**src/rtl/ps_pkg.sv**
```systemverilog
// Constants, types and timing counts shared by the protection stage core.
// Assumes a single 20 MHz system clock; all counts are derived from it.
package ps_pkg;
    localparam int PS_GROUPS = 4;
    localparam int PS_GRP_W = 2;
    localparam int PS_MEAS_W = 16;
    localparam int PS_TIME_W = 34;
    localparam int PS_ACC_W = 48;
    localparam int PS_TS_W = 32;
    localparam int PS_REC_DEPTH = 8;
    localparam int PS_REC_AW = 3;
    localparam int PS_REC_W = PS_TS_W + PS_MEAS_W + PS_TIME_W + PS_GRP_W;
    localparam longint PS_CLK_HZ = 20_000_000;
    // Forced start or trip lasts this long.
    localparam longint PS_FORCE_MS = 500;
    localparam logic [PS_TIME_W-1:0] PS_FORCE_CYC =
        PS_TIME_W'(PS_CLK_HZ / 1000 * PS_FORCE_MS);
    // Test forcing drops this long after the last push-button activity.
    localparam longint PS_TEST_TIMEOUT_S = 300;
    localparam logic [PS_TIME_W-1:0] PS_TEST_TIMEOUT_CYC =
        PS_TIME_W'(PS_CLK_HZ * PS_TEST_TIMEOUT_S);
    // Longest dependent-time operate delay.
    localparam longint PS_DEP_MAX_S = 600;
    localparam logic [PS_TIME_W-1:0] PS_DEP_MAX_CYC =
        PS_TIME_W'(PS_CLK_HZ * PS_DEP_MAX_S);
    // Squelch at 5/1000 of nominal current.
    localparam int PS_SQ_NUM = 5;
    localparam int PS_SQ_DEN = 1000;
    localparam logic [PS_GRP_W-1:0] PS_GROUP_RST = 2'h0;
    typedef enum logic [1:0] {
        PS_IDLE,
        PS_BLOCKED,
        PS_START,
        PS_TRIP
    } ps_stage_e;
endpackage : ps_pkg

```
**src/rtl/ps_fault_mem.sv**
```systemverilog
// Small record memory for the last faults of one stage.
// Assumes one clock; read data come from a register one cycle after the address.
`timescale 1ns/10ps
`default_nettype none
module ps_fault_mem #(
    parameter int W = 84,
    parameter int DEPTH = 8,
    parameter int AW = 3
) (
    // Clock and reset
    input wire logic clk,
    input wire logic reset_n,
    // Write side
    input wire logic wr_en,
    input wire logic [AW-1:0] wr_addr,
    input wire logic [W-1:0] wr_data,
    // Read side
    input wire logic [AW-1:0] rd_addr,
    output logic [W-1:0] rd_data_q
);
    logic [W-1:0] mem_q [DEPTH];

    if (DEPTH != (1 << AW)) begin : g_chk
        $error("ps_fault_mem: DEPTH must equal 2**AW");
    end

    // Contents are volatile and carry no reset, like the records they hold.
    always_ff @(posedge clk) begin
        if (wr_en) begin
            mem_q[wr_addr] <= wr_data;
        end
    end

    always_ff @(posedge clk or negedge reset_n) begin
        if (!reset_n) begin
            rd_data_q <= '0;
        end else begin
            rd_data_q <= mem_q[rd_addr];
        end
    end
endmodule : ps_fault_mem
`default_nettype wire

```
**src/rtl/ps_stage_core.sv**
```systemverilog
// Generic protection stage: group selection, stage state, delays, forcing.
// Assumes measurements arrive on clk; pins and buttons are synchronised here.
//
// Contract
// [RULE_01] Four independent setting groups, one active.
// [RULE_02] No active input selects default group.
// [RULE_03] Active group input selects that group.
// [RULE_04] Hold option keeps last group after loss.
// [RULE_05] Several inputs resolved by ascending/descending priority.
// [RULE_06] Global override applies without local control.
// [RULE_07] Status is idle, blocked, start or trip.
// [RULE_08] Start and trip counters, cleared on reboot.
// [RULE_09] Forcing enable allows half-second forced start/trip.
// [RULE_10] Forcing enable clears five minutes after buttons.
// [RULE_11] Forcing enable also permits output forcing.
// [RULE_12] Start on fault, trip after delay.
// [RULE_13] Fault released only below hysteresis band.
// [RULE_14] Blocked stage never trips.
// [RULE_15] Blocking freezes the running delay count.
// [RULE_16] Blocking after trip does not affect trip.
// [RULE_17] Dependent accumulation restarts below start level.
// [RULE_18] Definite timer restarts when stage deactivates.
// [RULE_19] Zero definite delay rejected unless allowed.
// [RULE_20] Release after reset delay unless latched.
// [RULE_21] Keep last eight volatile fault records.
// [RULE_22] Currents below squelch forced to zero.
// [RULE_23] Dependent delay clamped to 600 seconds.
// [RULE_24] Group and status re-evaluated every cycle.
`timescale 1ns/10ps
`default_nettype none
module ps_stage_core
    import ps_pkg::*;
#(
    parameter int MEAS_W = ps_pkg::PS_MEAS_W,
    parameter logic [ps_pkg::PS_TIME_W-1:0] FORCE_CYC = ps_pkg::PS_FORCE_CYC,
    parameter logic [ps_pkg::PS_TIME_W-1:0] TEST_TIMEOUT_CYC =
        ps_pkg::PS_TEST_TIMEOUT_CYC,
    parameter logic [ps_pkg::PS_TIME_W-1:0] DEP_MAX_CYC =
        ps_pkg::PS_DEP_MAX_CYC
) (
    // Clock and reset
    input wire logic clk,
    input wire logic reset_n,
    // Pins: group control, blocking, buttons, latch release
    input wire logic digital_input_1,
    input wire logic digital_input_2,
    input wire logic digital_input_3,
    input wire logic digital_input_4,
    input wire logic block_in,
    input wire logic pushbutton_active,
    input wire logic latch_clear,
    // Group selection configuration
    input wire logic [ps_pkg::PS_GROUPS-1:0][ps_pkg::PS_GROUPS-1:0]
        group_select_input_map,
    input wire logic [ps_pkg::PS_GRP_W-1:0] default_group_when_idle,
    input wire logic group_priority_order,
    input wire logic group_keep_last,
    input wire logic global_group_override_en,
    input wire logic [ps_pkg::PS_GRP_W-1:0] global_group_override,
    // Per-group stage settings, then the global zero-delay and latch options
    input wire logic [ps_pkg::PS_GROUPS-1:0][MEAS_W-1:0] group_start_level,
    input wire logic [ps_pkg::PS_GROUPS-1:0][MEAS_W-1:0] group_hysteresis,
    input wire logic [ps_pkg::PS_GROUPS-1:0] group_dependent_mode,
    input wire logic [ps_pkg::PS_GROUPS-1:0][ps_pkg::PS_TIME_W-1:0]
        group_op_delay,
    input wire logic [ps_pkg::PS_GROUPS-1:0][ps_pkg::PS_ACC_W-1:0]
        group_dep_k,
    input wire logic [ps_pkg::PS_GROUPS-1:0][ps_pkg::PS_TIME_W-1:0]
        group_reset_delay,
    input wire logic allow_zero_delay,
    input wire logic latch_enable,
    // Measurement
    input wire logic [MEAS_W-1:0] meas_in,
    input wire logic [MEAS_W-1:0] nominal_current,
    // Test forcing
    input wire logic force_flag_set,
    input wire logic force_start_req,
    input wire logic force_trip_req,
    // Fault record read
    input wire logic [ps_pkg::PS_REC_AW-1:0] rec_rd_addr,
    output logic [ps_pkg::PS_REC_W-1:0] rec_rd_data_q,
    // Results
    output logic [ps_pkg::PS_GRP_W-1:0] active_group_q,
    output ps_pkg::ps_stage_e status_q,
    output logic start_out_q,
    output logic trip_out_q,
    output logic [31:0] start_count_q,
    output logic [31:0] trip_count_q,
    output logic force_flag_q,
    output logic setting_error_q,
    output logic [MEAS_W-1:0] meas_q
);
    localparam int NSYNC = 7;

    if (MEAS_W < 8 || MEAS_W > 32) begin : g_chk
        $error("ps_stage_core: MEAS_W must lie in 8..32");
    end

    // Two-flop synchronisers for everything that comes from a pin.
    logic [NSYNC-1:0] raw, s1_q, s2_q;
    assign raw = {latch_clear, pushbutton_active, block_in, digital_input_4,
                  digital_input_3, digital_input_2, digital_input_1};
    for (genvar i = 0; i < NSYNC; i++) begin : g_sync
        always_ff @(posedge clk or negedge reset_n) begin
            if (!reset_n) begin
                s1_q[i] <= 1'b0;
                s2_q[i] <= 1'b0;
            end else begin
                s1_q[i] <= raw[i];
                s2_q[i] <= s1_q[i];
            end
        end
    end
    logic [PS_GROUPS-1:0] di_s;
    logic blk_s, btn_s, lclr_s;
    assign di_s = s2_q[3:0];
    assign blk_s = s2_q[4];
    assign btn_s = s2_q[5];
    assign lclr_s = s2_q[6];

    // Per-group input activity.
    logic [PS_GROUPS-1:0] grp_act;
    logic [PS_GROUPS-1:0] map_any;
    for (genvar g = 0; g < PS_GROUPS; g++) begin : g_act
        assign grp_act[g] = |(group_select_input_map[g] & di_s); // RULE_03
        assign map_any[g] = |group_select_input_map[g];
    end

    // Group selection.
    logic [PS_GRP_W-1:0] group_d, pick_lo, pick_hi;
    logic had_ctrl_q, had_ctrl_d, any_act, local_ctrl;
    always_comb begin
        pick_lo = '0;
        pick_hi = '0;
        any_act = |grp_act;
        local_ctrl = |map_any;
        for (int g = PS_GROUPS - 1; g >= 0; g--) begin
            if (grp_act[g]) pick_lo = PS_GRP_W'(g); // RULE_05
        end
        for (int g = 0; g < PS_GROUPS; g++) begin
            if (grp_act[g]) pick_hi = PS_GRP_W'(g); // RULE_05
        end
        had_ctrl_d = had_ctrl_q;
        if (!local_ctrl && global_group_override_en) begin
            group_d = global_group_override; // RULE_06
            had_ctrl_d = 1'b0;
        end else if (any_act) begin
            group_d = group_priority_order ? pick_hi : pick_lo; // RULE_03
            had_ctrl_d = 1'b1;
        end else if (group_keep_last && had_ctrl_q) begin
            group_d = active_group_q; // RULE_04
        end else begin
            group_d = default_group_when_idle; // RULE_02
            had_ctrl_d = 1'b0;
        end
    end

    // Active group settings, taken from the group registered last cycle.
    logic [MEAS_W-1:0] thr, hyst, thr_lo;
    logic [PS_TIME_W-1:0] op_dly, rst_dly;
    logic [PS_ACC_W-1:0] dep_k;
    logic dep_mode, zero_bad;
    always_comb begin
        thr = group_start_level[active_group_q]; // RULE_01 RULE_24
        hyst = group_hysteresis[active_group_q];
        thr_lo = (thr > hyst) ? thr - hyst : '0;
        dep_mode = group_dependent_mode[active_group_q];
        dep_k = group_dep_k[active_group_q];
        rst_dly = group_reset_delay[active_group_q];
        zero_bad = !dep_mode && group_op_delay[active_group_q] == '0 &&
                   !allow_zero_delay; // RULE_19
        op_dly = zero_bad ? PS_TIME_W'(1) : group_op_delay[active_group_q];
    end

    // Squelch below 0.005 of nominal current.
    logic [MEAS_W-1:0] meas_d;
    logic [MEAS_W+10:0] sq_lhs, sq_rhs;
    always_comb begin
        sq_lhs = (MEAS_W+11)'(meas_in) * (MEAS_W+11)'(PS_SQ_DEN);
        sq_rhs = (MEAS_W+11)'(nominal_current) * (MEAS_W+11)'(PS_SQ_NUM);
        meas_d = (sq_lhs < sq_rhs) ? '0 : meas_in; // RULE_22
    end

    // Stage state.
    logic fault_q, fault_d, start_q, start_d, trip_q, trip_d;
    logic [PS_TIME_W-1:0] dt_cnt_q, dt_cnt_d, dep_t_q, dep_t_d;
    logic [PS_TIME_W-1:0] rst_cnt_q, rst_cnt_d;
    logic [PS_ACC_W-1:0] acc_q, acc_d;
    logic blocked, run, trip_hit;
    always_comb begin
        if (!fault_q) begin
            fault_d = meas_q >= thr; // RULE_12
        end else begin
            fault_d = !(meas_q < thr_lo); // RULE_13
        end
        blocked = fault_q && blk_s && !trip_q; // RULE_14 RULE_16
        run = fault_q && !blocked;
        dt_cnt_d = dt_cnt_q;
        dep_t_d = dep_t_q;
        acc_d = acc_q;
        if (!fault_q) begin
            dt_cnt_d = '0; // RULE_18
        end else if (run && dt_cnt_q < op_dly) begin
            dt_cnt_d = dt_cnt_q + PS_TIME_W'(1); // RULE_15
        end
        if (meas_q < thr) begin
            acc_d = '0; // RULE_17
            dep_t_d = '0;
        end else if (run) begin
            acc_d = acc_q + PS_ACC_W'(meas_q);
            if (dep_t_q < DEP_MAX_CYC) dep_t_d = dep_t_q + PS_TIME_W'(1);
        end
        if (dep_mode) begin
            trip_hit = run && (acc_q >= dep_k ||
                               dep_t_q >= DEP_MAX_CYC); // RULE_23
        end else begin
            trip_hit = run && dt_cnt_q >= op_dly; // RULE_12 RULE_18
        end
        start_d = start_q;
        trip_d = trip_q;
        rst_cnt_d = '0;
        if (fault_q) begin
            start_d = !blocked || trip_q;
            trip_d = trip_q || trip_hit; // RULE_16
        end else if (start_q || trip_q) begin
            if (rst_cnt_q >= rst_dly) begin
                start_d = 1'b0; // RULE_20
                trip_d = trip_q && latch_enable && !lclr_s;
            end else begin
                rst_cnt_d = rst_cnt_q + PS_TIME_W'(1);
            end
        end
    end

    // Test forcing and the visible outputs.
    logic force_flag_d, fstart_q, fstart_d, ftrip_q, ftrip_d;
    logic [PS_TIME_W-1:0] force_cnt_q, force_cnt_d, idle_cnt_q, idle_cnt_d;
    logic start_out_d, trip_out_d;
    ps_stage_e status_d;
    logic [31:0] start_count_d, trip_count_d;
    always_comb begin
        idle_cnt_d = (btn_s || force_flag_set) ? '0 : idle_cnt_q;
        if (force_flag_q && !btn_s && !force_flag_set &&
            idle_cnt_q < TEST_TIMEOUT_CYC) begin
            idle_cnt_d = idle_cnt_q + PS_TIME_W'(1);
        end
        // A set request in the cycle of the timeout keeps the flag.
        force_flag_d = force_flag_set ||
            (force_flag_q && idle_cnt_q < TEST_TIMEOUT_CYC); // RULE_10
        force_cnt_d = force_cnt_q;
        fstart_d = fstart_q;
        ftrip_d = ftrip_q;
        if (force_flag_q && (force_start_req || force_trip_req)) begin
            force_cnt_d = FORCE_CYC; // RULE_09
            ftrip_d = force_trip_req;
            fstart_d = !force_trip_req;
        end else if (force_cnt_q != '0) begin
            force_cnt_d = force_cnt_q - PS_TIME_W'(1);
        end else begin
            fstart_d = 1'b0;
            ftrip_d = 1'b0;
        end
        start_out_d = start_d || fstart_d || ftrip_d;
        trip_out_d = trip_d || ftrip_d;
        if (trip_out_d) begin
            status_d = PS_TRIP; // RULE_07
        end else if (fstart_d || (start_d && !blocked)) begin
            status_d = PS_START;
        end else if (fault_q && blocked) begin
            status_d = PS_BLOCKED;
        end else begin
            status_d = PS_IDLE;
        end
        start_count_d = start_count_q;
        trip_count_d = trip_count_q;
        if (start_out_d && !start_out_q) begin
            start_count_d = start_count_q + 32'h1; // RULE_08
        end
        if (trip_out_d && !trip_out_q) begin
            trip_count_d = trip_count_q + 32'h1; // RULE_08
        end
    end

    // Fault records: written when the stage itself trips.
    logic [PS_TS_W-1:0] ts_q;
    logic [PS_REC_AW-1:0] wr_ptr_q, wr_ptr_d;
    logic rec_wr;
    logic [PS_REC_W-1:0] rec_data;
    always_comb begin
        rec_wr = trip_d && !trip_q; // RULE_21
        wr_ptr_d = rec_wr ? wr_ptr_q + PS_REC_AW'(1) : wr_ptr_q;
        rec_data = {ts_q, PS_MEAS_W'(meas_q), dep_mode ? dep_t_q : dt_cnt_q,
                    active_group_q};
    end

    ps_fault_mem #(
        .W(PS_REC_W),
        .DEPTH(PS_REC_DEPTH),
        .AW(PS_REC_AW)
    ) u_mem (
        .clk(clk),
        .reset_n(reset_n),
        .wr_en(rec_wr),
        .wr_addr(wr_ptr_q),
        .wr_data(rec_data),
        .rd_addr(rec_rd_addr),
        .rd_data_q(rec_rd_data_q)
    );

    always_ff @(posedge clk or negedge reset_n) begin
        if (!reset_n) begin
            active_group_q <= PS_GROUP_RST;
            had_ctrl_q <= 1'b0;
            meas_q <= '0;
            fault_q <= 1'b0;
            start_q <= 1'b0;
            trip_q <= 1'b0;
            dt_cnt_q <= '0;
            dep_t_q <= '0;
            acc_q <= '0;
            rst_cnt_q <= '0;
            force_flag_q <= 1'b0;
            force_cnt_q <= '0;
            fstart_q <= 1'b0;
            ftrip_q <= 1'b0;
            idle_cnt_q <= '0;
            start_out_q <= 1'b0;
            trip_out_q <= 1'b0;
            status_q <= PS_IDLE;
            start_count_q <= 32'h0;
            trip_count_q <= 32'h0;
            setting_error_q <= 1'b0;
            ts_q <= '0;
            wr_ptr_q <= '0;
        end else begin
            active_group_q <= group_d; // RULE_24
            had_ctrl_q <= had_ctrl_d;
            meas_q <= meas_d;
            fault_q <= fault_d;
            start_q <= start_d;
            trip_q <= trip_d;
            dt_cnt_q <= dt_cnt_d;
            dep_t_q <= dep_t_d;
            acc_q <= acc_d;
            rst_cnt_q <= rst_cnt_d;
            force_flag_q <= force_flag_d; // RULE_11
            force_cnt_q <= force_cnt_d;
            fstart_q <= fstart_d;
            ftrip_q <= ftrip_d;
            idle_cnt_q <= idle_cnt_d;
            start_out_q <= start_out_d;
            trip_out_q <= trip_out_d;
            status_q <= status_d;
            start_count_q <= start_count_d;
            trip_count_q <= trip_count_d;
            setting_error_q <= zero_bad; // RULE_19
            ts_q <= ts_q + PS_TS_W'(1);
            wr_ptr_q <= wr_ptr_d;
        end
    end
endmodule : ps_stage_core
`default_nettype wire

```
**config.mk**
```make
export PLATFORM = sky130hd
export DESIGN_NAME = ps_stage_core
export DESIGN_NICKNAME = d
export VERILOG_FILES = /design/src/rtl/ps_pkg.sv /design/src/rtl/ps_fault_mem.sv /design/src/rtl/ps_stage_core.sv
export SDC_FILE = /design/constraint.sdc
export NUM_CORES = 2
export LEC_CHECK = 0
export ABC_AREA = 1
export BUFFER_PORTS_ARGS = -buffer_cell sky130_fd_sc_hd__buf_4
export CORE_MARGIN = 10
export CORE_UTILIZATION = 40
export DETAILED_ROUTE_END_ITERATION = 12
export PLACE_DENSITY = 0.55
export SYNTH_ARGS = -nofsm -noshare
export SYNTH_HDL_FRONTEND = slang
export SYNTH_SLANG_ARGS = --single-unit
```
**constraint.sdc**
```tcl
create_clock -name clk -period 10.3 [get_ports clk]
set_clock_uncertainty 0.2 [all_clocks]
set_input_delay 2.06 -clock clk [delete_from_list [all_inputs] [get_ports clk]]
set_output_delay 2.06 -clock clk [all_outputs]
set_load 0.01 [all_outputs]
```
==> run metrics <==
setup TNS 0 ns; WS Path Type flop to flop; GR Util All Layers 0.2462; die width just over 400 um; VDD IR max 0.0001497 V; worst-skew pair later-pin latency around 0.75 ns; number of global-route vias before repair 51740; Post-layout nets between 8000 and 9000; syn_area_per_cell slightly below 9 um2; DR pass1 iterations 6; Post-Syn Nets 7958; Die Span Y around 410 um; CTS Root Cell clkbuf_16; hold_ws roughly 0.14 ns; most common cell in the netlist nand2_1; Detailed Route Iter0 Violations approximately 4400; maxcap violations 0; core area around 0.15 mm2; final hold viol count 0; Fillers between 10000 and 15000; total grt overflow 0; Seq cells post-synth about 1100; post-synthesis cell type count 58; initial antenna violation count 15; clock sink total roughly 1100; clock slew at reported path FFs 0.06 ns; via count about 53000; hpwl dp roughly 160000 um; Gate Count Post-Synth between 6000 and 7000; Critical Path Start Type flop; worst-path maximum fanout 122; Final GP Congestion approximately 0.93; Hold-fix buffers, CTS 0; Antenna Nets Post-Route 0; IO Port Bufs 839; # Post-CTS Setup Buffers 0; final number of max-transition violations 0; Seq/Total Area, Yosys 0.5049; worst hold path class flop to flop; top-level I/O count 840; Req. time, crit path around 10 ns; CTS tree yes; final setup violating endpoints 0; commonest cells in the netlist nand2_1 (1409), nor2_1 (1038), edfxtp_1 (672), o21ai_0 (569), inv_1 (506); area grow syn2layout 19.98%; Routed WL per cell ~22 um; synth top area cells edfxtp_1 (33%), dfrtp_1 (18%), nand2_1 (8.5%); row cnt about 140; Register Area roughly 0.031 mm2; fraction of registers with async set/reset 0.3984; # H-tree levels 3; Slew @ Worst Pin roughly 1.5 ns; Synth top area share 0.3254; CTS max path bufs 3; CTS buffer count 120; share of cells above drive strength 1 0.1495; LEAKAGE 30.67 nW; Primary FF master, synth edfxtp_1; pwr/cell area ~170 mW/mm2; drt total wl about 220000 um; RSZ-0062 raised after global routing no; status finished clean; final period utilization 0.6876; Yosys top cell by area edfxtp_1; synthesized area about 0.062 mm2; min cycle time layout a little over 7 ns; Yosys warnings 0; Rel. slew slack 0.02029; WP data arrival around 7.3 ns; CTS resizes 0; global-route wire length before repair roughly 320000 um; multi-input logic area 0.02749 mm2; Setup crit end kind flop; DRC viols 0; f_max 0.1412 GHz; Die ar. 0.1712 mm2; vias per cell 5.378; largest net degree at the start of global routing around 190; Overall Power 13.01 mW; Post-synth EDFFs around 670; Initial Util 0.4026
worst max-delay path, cell delays in order, from the launching register on:
cell and delay, ns:
dfrtp_2 0.74, inv_8 0.67, buf_4 0.67, buf_4 0.57
a21oi_1 0.09, a32o_1 0.35, ha_1 0.32, nand4_1 0.24
a21oi_1 0.39, nor2_1 0.09, nand2_1 0.09, nand2_2 0.14
nor2_2 0.22, nand2_1 0.27, nor2_4 0.83, buf_4 0.65
placed cells by master, fill, tap and decap left out, types with 12 or more instances in the layout:
master,Yosys,final
clkbuf_8,0,15
fa_1,57,57
bufinv_16,0,14
ha_1,285,285
o21ai_0,569,569
clkbuf_16,0,121
xnor2_1,66,66
a21oi_1,323,323
buf_4,23,887
nand4_1,111,111
o22ai_1,97,97
inv_1,506,503
nor3b_1,13,13
clkbuf_1,240,22
o31ai_1,30,30
nor4_1,60,60
edfxtp_1,672,672
dfrtp_1,445,443
nor2_1,1038,1029
a32oi_1,16,16
a31oi_1,92,92
nand3b_1,14,14
clkinv_2,0,25
xor2_1,155,155
nor3_1,178,178
a32o_1,126,126
clkinvlp_4,0,12
o21bai_1,14,14
nand3_1,245,245
nand2_1,1409,1408
cells by family after synthesis:
| logic type | count (synthesis) | synth area share |
|---|---|---|
| and+or+nand+nor | 3109 | 0.2082 |
| muxes | 1 | 0.0001816 |
| AOI/OAI and AO/OA | 1329 | 0.1267 |
| adders and majority gates | 342 | 0.07590 |
| DFF | 1117 | 0.5049 |
| xor gates and xnor gates | 221 | 0.03121 |
| buffers and inverters | 829 | 0.05290 |
power breakdown:
group | internal [mW] | total, mW | switching [mW]
sequential | 4.85 | 4.97 | 0.126
combinational | 1.23 | 3.51 | 2.28
clock | 2.64 | 4.53 | 1.89
through the flow:
stage	area (um2)	std cells	utilization	setup slack [ns]
6_report	74410	9810	0.4830	3.218
5_1_grt	74410	9809	0.4830	2.869
4_1_cts	74400	9805	0.4829	3.302
3_5_place_dp	70210	9576	0.4558	2.678
3_3_place_gp	70210	9576	0.4558	2.705
2_1_floorplan	62020	6948	-	2.198
worst paths after layout:
kind                                          startpoint                       endpoint  slack [ns]  cells past startpoint
hold / removal                         s1_q[1]$_DFF_PN0_              di_s[1]$_DFF_PN0_        0.14                      0
max in group asynchronous                        reset_n   start_count_q[6]$_DFFE_PN0P_        6.73                      3
hold reg to reg                        s1_q[1]$_DFF_PN0_              di_s[1]$_DFF_PN0_        0.14                      0
setup / recovery           active_group_q[1]$_DFFE_PN0P_   u_mem.mem_q[5][28]$_DFFE_PP_        3.22                     15
min in group asynchronous                        reset_n  u_mem.rd_data_q[12]$_DFF_PN0_        1.03                      1
setup reg to reg           active_group_q[1]$_DFFE_PN0P_   u_mem.mem_q[5][28]$_DFFE_PP_        3.22                     15
routing by layer:
metal,track usage,part of all wire,vias up
li1,-,-,25390
met1,0.3281,0.43,25390
met2,0.3906,0.46,1621
met3,0.05117,0.067,346
met4,0.09926,0.042,8
met5,0,0.00020,-
flip-flops by register name (all words and copies together) (netlist names), 34 cells and up:
register / cells
dt_cnt_q: 34
dep_t_q: 34
force_cnt_q: 34
u_mem.rd_data_q: 84
acc_q: 48
idle_cnt_q: 34
u_mem.mem_q: 672
rst_cnt_q: 34
cell type report:
type	count	share of cell area
Antenna cell	5	0.0001682
Tap cell	2044	0.03437
Timing Repair Buffer	899	0.09247
Clock buffer	158	0.04458
Inverter	514	0.02640
Multi-Input combinational cell	5002	0.3694
Sequential cell	1117	0.4209
Clock inverter	71	0.01167
Power figures use the tool's default switching activity.
